**src/bieg_defs.vh**
```
// Purpose: constants for the block interrupt enable gate
// Assumes: 32-bit AXI4-Lite register bus, byte addressing of index*4
// Notes:   definitions only
`ifndef BIEG_DEFS_VH
`define BIEG_DEFS_VH

// --------------------------------------------------------------
// register indices and byte addresses
// --------------------------------------------------------------
`define BIEG_IDX_ENABLE      16'h0B01
`define BIEG_IDX_PENDING     16'h0B00
`define BIEG_IDX_IRQ_STAT    16'h0B80
`define BIEG_IDX_IRQ_MASK    16'h0B81
`define BIEG_ADDR_ENABLE     18'h02C04
`define BIEG_ADDR_PENDING    18'h02C00
`define BIEG_ADDR_IRQ_STAT   18'h02E00
`define BIEG_ADDR_IRQ_MASK   18'h02E04

// --------------------------------------------------------------
// enable register field positions
// --------------------------------------------------------------
`define BIEG_BIT_FRAMER      0
`define BIEG_BIT_ALARM       1
`define BIEG_BIT_SLIP        2
`define BIEG_BIT_HDLC        3
`define BIEG_BIT_ONESEC      4
`define BIEG_BIT_CLKLOSS     5
`define BIEG_BIT_LOOPCODE    6
`define BIEG_BIT_RSVD        7
`define BIEG_ENABLE_MASK     8'h7F

// --------------------------------------------------------------
// reset values and bus answers
// --------------------------------------------------------------
`define BIEG_ENABLE_RST      8'h00
`define BIEG_MASK_RST        8'h00
`define BIEG_RESP_OKAY       2'h0
`define BIEG_RESP_SLVERR     2'h2

`endif

```
**src/bieg_pend.v**
```verilog
// Purpose: per-block pending flags, cleared by the source status read
// Assumes: request and clear strobes on mclk
// Notes:   a request in the clear cycle keeps the flag set
`timescale 1ns/100ps
module bieg_pend #(
   parameter N = 7
) (
   input  wire         mclk,
   input  wire         rst,
   input  wire [N-1:0] req,
   input  wire [N-1:0] src_read,
   output reg  [N-1:0] pend_q
);
   // --------------------------------------------------------------
   // one flag per block
   // --------------------------------------------------------------
   genvar i;
   generate
      for (i = 0; i < N; i = i + 1) begin : g_pend
         // set wins over clear
         always @(posedge mclk) begin
            if (rst)
               pend_q[i] <= 1'b0;
            else if (req[i])
               pend_q[i] <= 1'b1;
            else if (src_read[i])
               pend_q[i] <= 1'b0;
         end
      end
   endgenerate
endmodule // bieg_pend

```
**src/bieg_top.v**
```verilog
// Purpose: block interrupt enable gate with AXI4-Lite registers
// Assumes: mclk 10 MHz, rst synchronous active high
// Notes:   pending lines come from source blocks; one level irq out
//
// Functional notes
// bit 6 gates loopback-code block, reset zero
// bit 5 enables recovered-clock-loss, reset zero
// bit 4 enables one-second tick, reset zero
// bit 3 gates HDLC block, reset zero
// bit 2 gates slip-buffer block, reset zero
// bit 1 gates alarm-error block, reset zero
// bit 0 gates framer block, reset zero
// pending clears after source status read
// bit 7 reads zero, writes ignored
`timescale 1ns/100ps
`include "bieg_defs.vh"
module bieg_top (
   input  wire        mclk,
   input  wire        rst,
   // source side: requests already gated by source-level enables
   input  wire [6:0]  src_req,
   input  wire [6:0]  src_status_read,
   // axi4-lite slave
   input  wire [17:0] s_axi_awaddr,
   input  wire        s_axi_awvalid,
   output reg         s_axi_awready,
   input  wire [31:0] s_axi_wdata,
   input  wire [3:0]  s_axi_wstrb,
   input  wire        s_axi_wvalid,
   output reg         s_axi_wready,
   output reg  [1:0]  s_axi_bresp,
   output reg         s_axi_bvalid,
   input  wire        s_axi_bready,
   input  wire [17:0] s_axi_araddr,
   input  wire        s_axi_arvalid,
   output reg         s_axi_arready,
   output reg  [31:0] s_axi_rdata,
   output reg  [1:0]  s_axi_rresp,
   output reg         s_axi_rvalid,
   input  wire        s_axi_rready,
   // gated requests and interrupt pin
   output reg  [6:0]  irq_req_q,
   output reg         irq_q
);
   // --------------------------------------------------------------
   // state
   // --------------------------------------------------------------
   reg  [7:0]  enable_q;
   reg  [7:0]  mask_q;
   reg  [7:0]  stat_q;
   reg         aw_have_q;
   reg         w_have_q;
   reg  [17:0] awaddr_q;
   reg  [31:0] wdata_q;
   reg  [3:0]  wstrb_q;
   wire [6:0]  pend;
   wire [6:0]  gated;
   wire        wr_go;
   wire        rd_go;
   wire        rd_stat;
   reg  [31:0] rd_d;
   reg  [1:0]  rresp_d;

   // --------------------------------------------------------------
   // pending flags per block
   // --------------------------------------------------------------
   bieg_pend #(
      .N        (7)
   ) u_pend (
      .mclk     (mclk),
      .rst      (rst),
      .req      (src_req),
      .src_read (src_status_read),
      .pend_q   (pend)
   );

   // block enables gate pending flags toward the pin
   assign gated[`BIEG_BIT_FRAMER]   = pend[`BIEG_BIT_FRAMER]
                                      & enable_q[`BIEG_BIT_FRAMER];
   assign gated[`BIEG_BIT_ALARM]    = pend[`BIEG_BIT_ALARM]
                                      & enable_q[`BIEG_BIT_ALARM];
   assign gated[`BIEG_BIT_SLIP]     = pend[`BIEG_BIT_SLIP]
                                      & enable_q[`BIEG_BIT_SLIP];
   assign gated[`BIEG_BIT_HDLC]     = pend[`BIEG_BIT_HDLC]
                                      & enable_q[`BIEG_BIT_HDLC];
   assign gated[`BIEG_BIT_ONESEC]   = pend[`BIEG_BIT_ONESEC]
                                      & enable_q[`BIEG_BIT_ONESEC];
   assign gated[`BIEG_BIT_CLKLOSS]  = pend[`BIEG_BIT_CLKLOSS]
                                      & enable_q[`BIEG_BIT_CLKLOSS];
   assign gated[`BIEG_BIT_LOOPCODE] = pend[`BIEG_BIT_LOOPCODE]
                                      & enable_q[`BIEG_BIT_LOOPCODE];

   // --------------------------------------------------------------
   // write channel
   // --------------------------------------------------------------
   assign wr_go = aw_have_q & w_have_q & ~s_axi_bvalid;

   // capture address and data in either order
   always @(posedge mclk) begin
      if (rst) begin
         aw_have_q     <= 1'b0;
         w_have_q      <= 1'b0;
         awaddr_q      <= 18'h00000;
         wdata_q       <= 32'h00000000;
         wstrb_q       <= 4'h0;
         s_axi_awready <= 1'b0;
         s_axi_wready  <= 1'b0;
      end else begin
         s_axi_awready <= 1'b0;
         s_axi_wready  <= 1'b0;
         if (s_axi_awvalid & ~aw_have_q & ~s_axi_awready) begin
            s_axi_awready <= 1'b1;
            aw_have_q     <= 1'b1;
            awaddr_q      <= s_axi_awaddr;
         end
         if (s_axi_wvalid & ~w_have_q & ~s_axi_wready) begin
            s_axi_wready <= 1'b1;
            w_have_q     <= 1'b1;
            wdata_q      <= s_axi_wdata;
            wstrb_q      <= s_axi_wstrb;
         end
         if (wr_go) begin
            aw_have_q <= 1'b0;
            w_have_q  <= 1'b0;
         end
      end
   end

   // register writes and write response
   always @(posedge mclk) begin
      if (rst) begin
         enable_q     <= `BIEG_ENABLE_RST;
         mask_q       <= `BIEG_MASK_RST;
         s_axi_bvalid <= 1'b0;
         s_axi_bresp  <= `BIEG_RESP_OKAY;
      end else begin
         if (s_axi_bvalid & s_axi_bready)
            s_axi_bvalid <= 1'b0;
         if (wr_go) begin
            s_axi_bvalid <= 1'b1;
            s_axi_bresp  <= `BIEG_RESP_OKAY;
            if (awaddr_q[17:2] == `BIEG_IDX_ENABLE) begin
               if (wstrb_q[0])
                  enable_q <= wdata_q[7:0]
                              & `BIEG_ENABLE_MASK;
            end else if (awaddr_q[17:2] == `BIEG_IDX_IRQ_MASK) begin
               if (wstrb_q[0])
                  mask_q <= wdata_q[7:0] & `BIEG_ENABLE_MASK;
            end else if ((awaddr_q[17:2] != `BIEG_IDX_PENDING) &&
                         (awaddr_q[17:2] != `BIEG_IDX_IRQ_STAT))
               s_axi_bresp <= `BIEG_RESP_SLVERR;
         end
      end
   end

   // --------------------------------------------------------------
   // read channel
   // --------------------------------------------------------------
   assign rd_go   = s_axi_arvalid & ~s_axi_arready & ~s_axi_rvalid;
   assign rd_stat = rd_go & (s_axi_araddr[17:2] == `BIEG_IDX_IRQ_STAT);

   // read data mux
   always @* begin
      rd_d    = 32'h00000000;
      rresp_d = `BIEG_RESP_OKAY;
      case (s_axi_araddr[17:2])
         `BIEG_IDX_ENABLE:   rd_d[7:0] = enable_q;
         `BIEG_IDX_PENDING:  rd_d[6:0] = pend;
         `BIEG_IDX_IRQ_STAT: rd_d[7:0] = stat_q;
         `BIEG_IDX_IRQ_MASK: rd_d[7:0] = mask_q;
         default:            rresp_d   = `BIEG_RESP_SLVERR;
      endcase
   end

   // one read at a time, answer next cycle
   always @(posedge mclk) begin
      if (rst) begin
         s_axi_arready <= 1'b0;
         s_axi_rvalid  <= 1'b0;
         s_axi_rdata   <= 32'h00000000;
         s_axi_rresp   <= `BIEG_RESP_OKAY;
      end else begin
         s_axi_arready <= 1'b0;
         if (s_axi_rvalid & s_axi_rready)
            s_axi_rvalid <= 1'b0;
         if (rd_go) begin
            s_axi_arready <= 1'b1;
            s_axi_rvalid  <= 1'b1;
            s_axi_rdata   <= rd_d;
            s_axi_rresp   <= rresp_d;
         end
      end
   end

   // --------------------------------------------------------------
   // sticky status, mask and interrupt pin
   // --------------------------------------------------------------
   // rising gated request sets sticky bit; set wins over read clear
   always @(posedge mclk) begin
      if (rst) begin
         stat_q    <= 8'h00;
         irq_req_q <= 7'h00;
         irq_q     <= 1'b0;
      end else begin
         irq_req_q <= gated;
         stat_q    <= ((rd_stat ? 8'h00 : stat_q)
                      | {1'b0, gated & ~irq_req_q});
         irq_q     <= |(stat_q & mask_q);
      end
   end
endmodule // bieg_top

```
**config.mk**
```make
export PLATFORM = sky130hd
export DESIGN_NAME = bieg_top
export DESIGN_NICKNAME = d
export VERILOG_FILES = /design/src/bieg_pend.v /design/src/bieg_top.v
export VERILOG_INCLUDE_DIRS = /design/src
export SDC_FILE = /design/constraint.sdc
export NUM_CORES = 1
export LEC_CHECK = 0
export BUFFER_PORTS_ARGS = -buffer_cell sky130_fd_sc_hd__buf_2
export CAP_MARGIN = 20
export CORE_ASPECT_RATIO = 2
export CORE_MARGIN = 5
export CORE_UTILIZATION = 30
export DETAILED_ROUTE_END_ITERATION = 16
export PLACE_DENSITY = 0.63
export SYNTH_ARGS = -nofsm -noshare
export SYNTH_HDL_FRONTEND = slang
export SYNTH_SLANG_ARGS = --single-unit
```
**constraint.sdc**
```tcl
create_clock -name mclk -period 1.9 [get_ports mclk]
set_clock_uncertainty 0.2 [all_clocks]
set_input_delay 0.095 -clock mclk [delete_from_list [all_inputs] [get_ports mclk]]
set_output_delay 0.095 -clock mclk [all_outputs]
set_load 0.01 [all_outputs]
```
=== Word-level counts from Yosys, hierarchy flattened ===
Index checks and enable logic that the tools add are counted.

* Bits of input ports: 93
* Logic and storage cells: 106
* Bits in registers: 82
* Output and inout bits: 49

* Eq/ne operators: 8
* Bitwise gates (word level): 30
* Multiplexer cells: 28
* Reduce and logical (&&, ||, !) cells: 15

{| class="wikitable"
|+ Operators with widths
! operator !! number
|-
| 16-bit by 12-bit == test with 1-bit output (second input constant) || 6
|-
| 16-bit by 12-bit != test with 1-bit output (second input constant) || 2
|-
| 7-bit case mux with 4 select lines || 1
|-
| 1-bit two-way mux || 22
|-
| 1-bit bitwise AND || 18
|-
| 2-bit nonzero test || 9
|-
| 8-bit by 7-bit bitwise AND with 8-bit output || 1
|-
| 2-bit two-way mux || 4
|-
| 8-bit two-way mux || 1
|-
| 1-bit NOT || 8
|-
| 8-bit by 7-bit bitwise OR with 8-bit output || 1
|-
| 8-bit OR reduction || 1
|-
| 7-bit bitwise AND || 1
|-
| 7-bit NOT || 1
|-
| 4-bit AND reduction || 1
|-
| 4-bit OR reduction || 1
|-
| 3-bit AND reduction || 1
|-
| 2-bit OR reduction || 1
|-
| 1-bit logical AND || 1
|}

=== Depth between registers and ports, before layout ===
* Word-level depth: 6
* Gate-level depth with buffers: 6
* Mapped depth without buffers: 5

=== By module ===
Synthesis repeated with hierarchy kept, for this count alone.

* Cells, all modules: 339
* Area, all modules: 3248.1 um^2

{| class="wikitable"
|+ Modules (own cells, without submodules)
! module !! area an instance (um^2) !! cells each !! sequential area each (um^2) !! times used
|-
| bieg_top || 2950.3 || 311 || 1381.3 || 1
|-
| bieg_pend || 297.8 || 28 || 140.1 || 1
|}

=== Worst setup path after synthesis ===
OpenSTA, ideal clock, no wires.

* Kind: register to register
* Start point: register awaddr_q[6]
* End point: register mask_q[0]
* Data required time: 1.572 ns
* Period minus slack after synthesis: 1.757 ns
* Stages on the path, launching flop included: 7
* Arrival time: 1.429 ns
* Buffers on the path: 1
* Library setup time: 0.128 ns
* Slack: 0.143 ns
* Path through: dfxtp_1 > nor4b_1 > nand4_1 > or3b_1 > buf_2 > mux2i_1 > nor2_1

* Word-level cells in the longest chain between the ends: 3
* Elaborated cells between the ends (all ways): 4
* Those cells by class: 2 x eq/ne; 1 x bitwise; 1 x reduce/logical

{| class="wikitable"
|+ RTL lines
! item !! line !! text
|-
| start, declared || bieg_top.v:53 || <nowiki>reg [17:0] awaddr_q;</nowiki>
|-
| start signal, assigned || bieg_top.v:114 || <nowiki>awaddr_q <= s_axi_awaddr;</nowiki>
|-
| 16-bit by 12-bit == test with 1-bit output (no source line) || n/a ||
|-
| 1-bit NOT (no source line) || n/a ||
|-
| 4-bit AND reduction (no source line) (*) || n/a ||
|-
| end signal, assigned || bieg_top.v:133 || <nowiki>mask_q <= `BIEG_MASK_RST;</nowiki>
|-
| end signal, assigned || bieg_top.v:148 || <nowiki>mask_q <= wdata_q[7:0] & `BIEG_ENABLE_MASK;</nowiki>
|-
| end, declared || bieg_top.v:49 || <nowiki>reg [7:0] mask_q;</nowiki>
|}

Every way passes the cells marked *; elsewhere a longest branch is shown, timed or not.
A chain may end at the register's enable or synchronous reset.

=== Final worst setup path ===
* Start point: register awaddr_q[11]
* End point: register mask_q[4]

The elaborated chain is that of the path after synthesis.

==> results.yml <==
finish:
  syn_to_final_growth_pct: 45.0
  final_nets: 580
  drive_above_1_share_pct: 28.5
  antenna-diode-count: 0
  final_util_pct: 43.7
cts:
  clock_sink_count: 76
  insertion_delay_ns: 0.33
  clock_tree.buffer_depth: 2
  post_cts_clock_slew_at_the_launch_and_capture_registers_of_the_worst_setup_and_hold_paths_ns: 0.06
  clk_root_buffer_cell: "clkbuf_16"
  cts-buffers-inserted: 9
  clock_tree_from_tritoncts: "done"
  clock_tree.htree_level_count: 3
floorplan:
  core_area_um2: 10400
  die_height_um: 155
  ioPinCount: 142
  rows: 53
  die_width_um: 82.3
  design.die.area_um2: 12700
  initial_core_util_pct: 30.2
routing:
  totalWireLength_um: 8150
  viasPerCell: 4.51
  first_pass_iters: 4
  dr_drc_count: 0
  route.vias.total: 2834
  first_iter_violations: 99
  ant_nets: 0
  wl_per_cell_um: 13.0
power_and_ir_drop:
  power.internal_mw: 3.26
  comb_power_share_pct: 9.3
  switching_power_share_of_the_total_pct: 20.8
  ir_worst_vdd_mv: 0.449
  p_leak_nw: 2.09
  share_of_power_burned_in_the_clock_network_pct: 49.5
  power.net_switching_mw: 0.854
  seqPwrFrac_pct: 41.2
  power_density_nw_per_um2: 904
worst_setup_path:
  timing.critical_path.max_delay_family: "simple AND/OR/NAND/NOR gates"
  path_cells: "nor4bb_4 > nand4_1 > or3b_1 > buf_6 > mux2i_1 > nor2_1"
  critical-path-slowest-cell: "or3b_1"
  crit_type: "flip-flop to flip-flop"
  critPathMaxFanout: 7
  cp.buffers_inverters: 1
  max_stage_delay_ns: 0.40
  crit_required_ns: 1.90
  critical_path_arrival_ns: 1.90
  cp-end-kind: "flip-flop"
  type_of_origin_of_the_critical_path: "flip-flop"
sta:
  hold_slack_ns: 0.0356
  layout_worst_path_cycle_share_pct: 100
  report.final.slew_viol_count: 0
  rsz0062_at_grt: "true"
  finalHoldViolCount: 0
  max_slew_margin_pct: 63.8
  final.setup.worst_slack_ns: -0.00198
  timing.final.crit_period_ns: 1.90
  max_clock_freq_mhz: 526
  setup_viol: 1
  worst_pin_slew_ns: 0.543
grt:
  grt.met2_usage_pct: 23.7
  gr-usage-met1_pct: 13.1
  grt_first_pass_wirelength_um: 12900
  grt.busiest_layer: "met2"
  grt.met3_usage_pct: 3.44
  first_global_vias: 2794
  antenna_violations_before_repair: 0
  maximum_number_of_pins_on_one_net_before_global_route_repair: 38
  grt.overflow.total: 0
  grt.total_usage_pct: 13.3
place:
  globalplace.congestion: 0.810
  dp_hpwl_um: 6050
  io_buffer_count: 82
logic_synthesis:
  ys_top_cells_by_count: "dfxtp_1 (76), nand2_1 (61), nor2_1 (45)"
  yosysSeqAreaShare_pct: 48.5
  post-synth-top-count-cell: "dfxtp_1"
  synth_cells: 344
  yosys_warnings: 0
  synth.area.top_cells: "dfxtp_1 (48%), mux2i_1 (7.3%), nand2_1 (7.3%), buf_4 (6.5%), nor2_1 (5.4%)"
  synth.cell_area_um2: 3140
  synth_edf_count: 0
  dominantRegCellSynth: "dfxtp_1"
  synthDominantCellAreaShare_pct: 48.5
  synthArstFlopShare_pct: 0
  synth_cell_types: 39
  yosysTopAreaCell: "dfxtp_1"
  ys_ff_latch: 76
  synth_area_per_cell_um2: 9.13
min_path:
  hp-class: "primary input to flip-flop"
outcome:
  outcome: "finished, violations left"
  failing_checks: "negative setup slack"
run:
  timing.max_cap.violations: 0
## registers in the layout, summed over array words and instances, names as in the netlist
| name | count |
|---|---|
| w_have_q | 1 |
| s_axi_awready | 1 |
| irq_q | 1 |
| aw_have_q | 1 |
| s_axi_bvalid | 1 |
| u_pend.pend_q | 7 |
| s_axi_arready | 1 |
| s_axi_rresp | 1 |
| mask_q | 7 |
| s_axi_rvalid | 1 |
| enable_q | 7 |
| awaddr_q | 16 |
| s_axi_wready | 1 |
| s_axi_rdata | 7 |
| wdata_q | 7 |
| wstrb_q | 1 |
| irq_req_q | 7 |
| s_axi_bresp | 1 |
| stat_q | 7 |
## cell families (layout without fill, tap and decap cells)
logic type / count (synthesis) / in the layout / synth area share [%]
compound gates: 55 / 55 / 11.7
buf+inv: 51 / 173 / 9.65
flops: 76 / 76 / 48.5
mux: 23 / 23 / 7.33
other cells: 1 / 27 / 0.119
simple gates: 138 / 138 / 22.8
## routing by layer
metal  routed length (um)  share of wire (%)  vias up
met1                 2850                 35     1294
li1                     -                  -     1426
met5                    0                  0        -
met2                 4380                 54       91
met4                  356                4.4        0
met3                  564                6.9       23
## cells in the final DEF, fill, tap and decap left out, types with 2 or more instances in the layout
| cell type | n |
|---|---|
| a21oi_1 | 28 |
| a222oi_1 | 8 |
| a22o_1 | 7 |
| a22oi_1 | 2 |
| a31oi_1 | 2 |
| buf_2 | 82 |
| buf_4 | 23 |
| bufinv_16 | 4 |
| clkbuf_16 | 9 |
| clkinv_2 | 2 |
| conb_1 | 27 |
| dfxtp_1 | 74 |
| dfxtp_2 | 2 |
| dlygate4sd3_1 | 42 |
| inv_1 | 9 |
| mux2i_1 | 23 |
| nand2_1 | 61 |
| nand2b_1 | 3 |
| nor2_1 | 45 |
| nor3_1 | 3 |
| nor3b_1 | 2 |
| nor4_4 | 4 |
| o31ai_1 | 7 |
| or4_4 | 2 |
## power by group through the flow
stage / combinational [mW] / sequential [mW] / clock, mW
final: 0.382 / 1.70 / 2.04
after floorplan: 0.217 / 1.72 / 0
after CTS: 0.382 / 1.70 / 2.08
after global routing: 0.426 / 1.70 / 2.15
after global placement: 0.299 / 1.72 / 0
after detailed placement: 0.307 / 1.73 / 0
## metrics by stage
step	cell area (um2)	setup TNS [ns]	instances	worst slack [ns]	power [mW]
after floorplan	3240	0	370	0.143	1.94
after global placement	3720	-1.16	569	-0.105	2.02
after detailed placement	3720	-1.80	569	-0.123	2.03
after CTS	4540	-0.0196	628	-0.0129	4.16
after global routing	4550	-1.40	629	-0.126	4.28
final	4550	-0.00198	629	-0.00198	4.12
## area by class of cell
cell class,count,area (um2)
Inverter,9,33.8
Multi-Input combinational cell,243,1450
Fill cell,1024,5860
Clock buffer,9,225
Sequential cell,76,1520
Timing Repair Buffer,148,1010
Clock inverter,7,139
Tap cell,137,171
## worst register-to-register path, delay by kind of cell, from the launching register on
| family | cells | cell delay, ns |
|---|---|---|
| DFF | 1 | 0.33 |
| and+or+nand+nor | 4 | 0.93 |
| muxes | 1 | 0.16 |
| buffers and inverters | 1 | 0.16 |
## path summary, 6_finish.rpt
path / from / end / slack (ns) / depth (start not counted)
max: awaddr_q[11] / mask_q[4] / -0.002 / 6
min: s_axi_araddr[4] / s_axi_rresp[1] / 0.04 / 5
max reg2reg: awaddr_q[11] / mask_q[4] / -0.002 / 6
min reg2reg: irq_req_q[3] / stat_q[3] / 0.24 / 1
## timing repair
item | CTS | global route
pin swaps | 2 | 2
endpoints found under the setup margin | 14 | 14
setup buffers | 1 | 1
gates resized for setup | 6 | 1
hold buffers | 42 | 0
endpoints found under the hold margin | 34 | 0
gates cloned | 0 | 0
No activity file was read; power rests on OpenSTA's default activity.
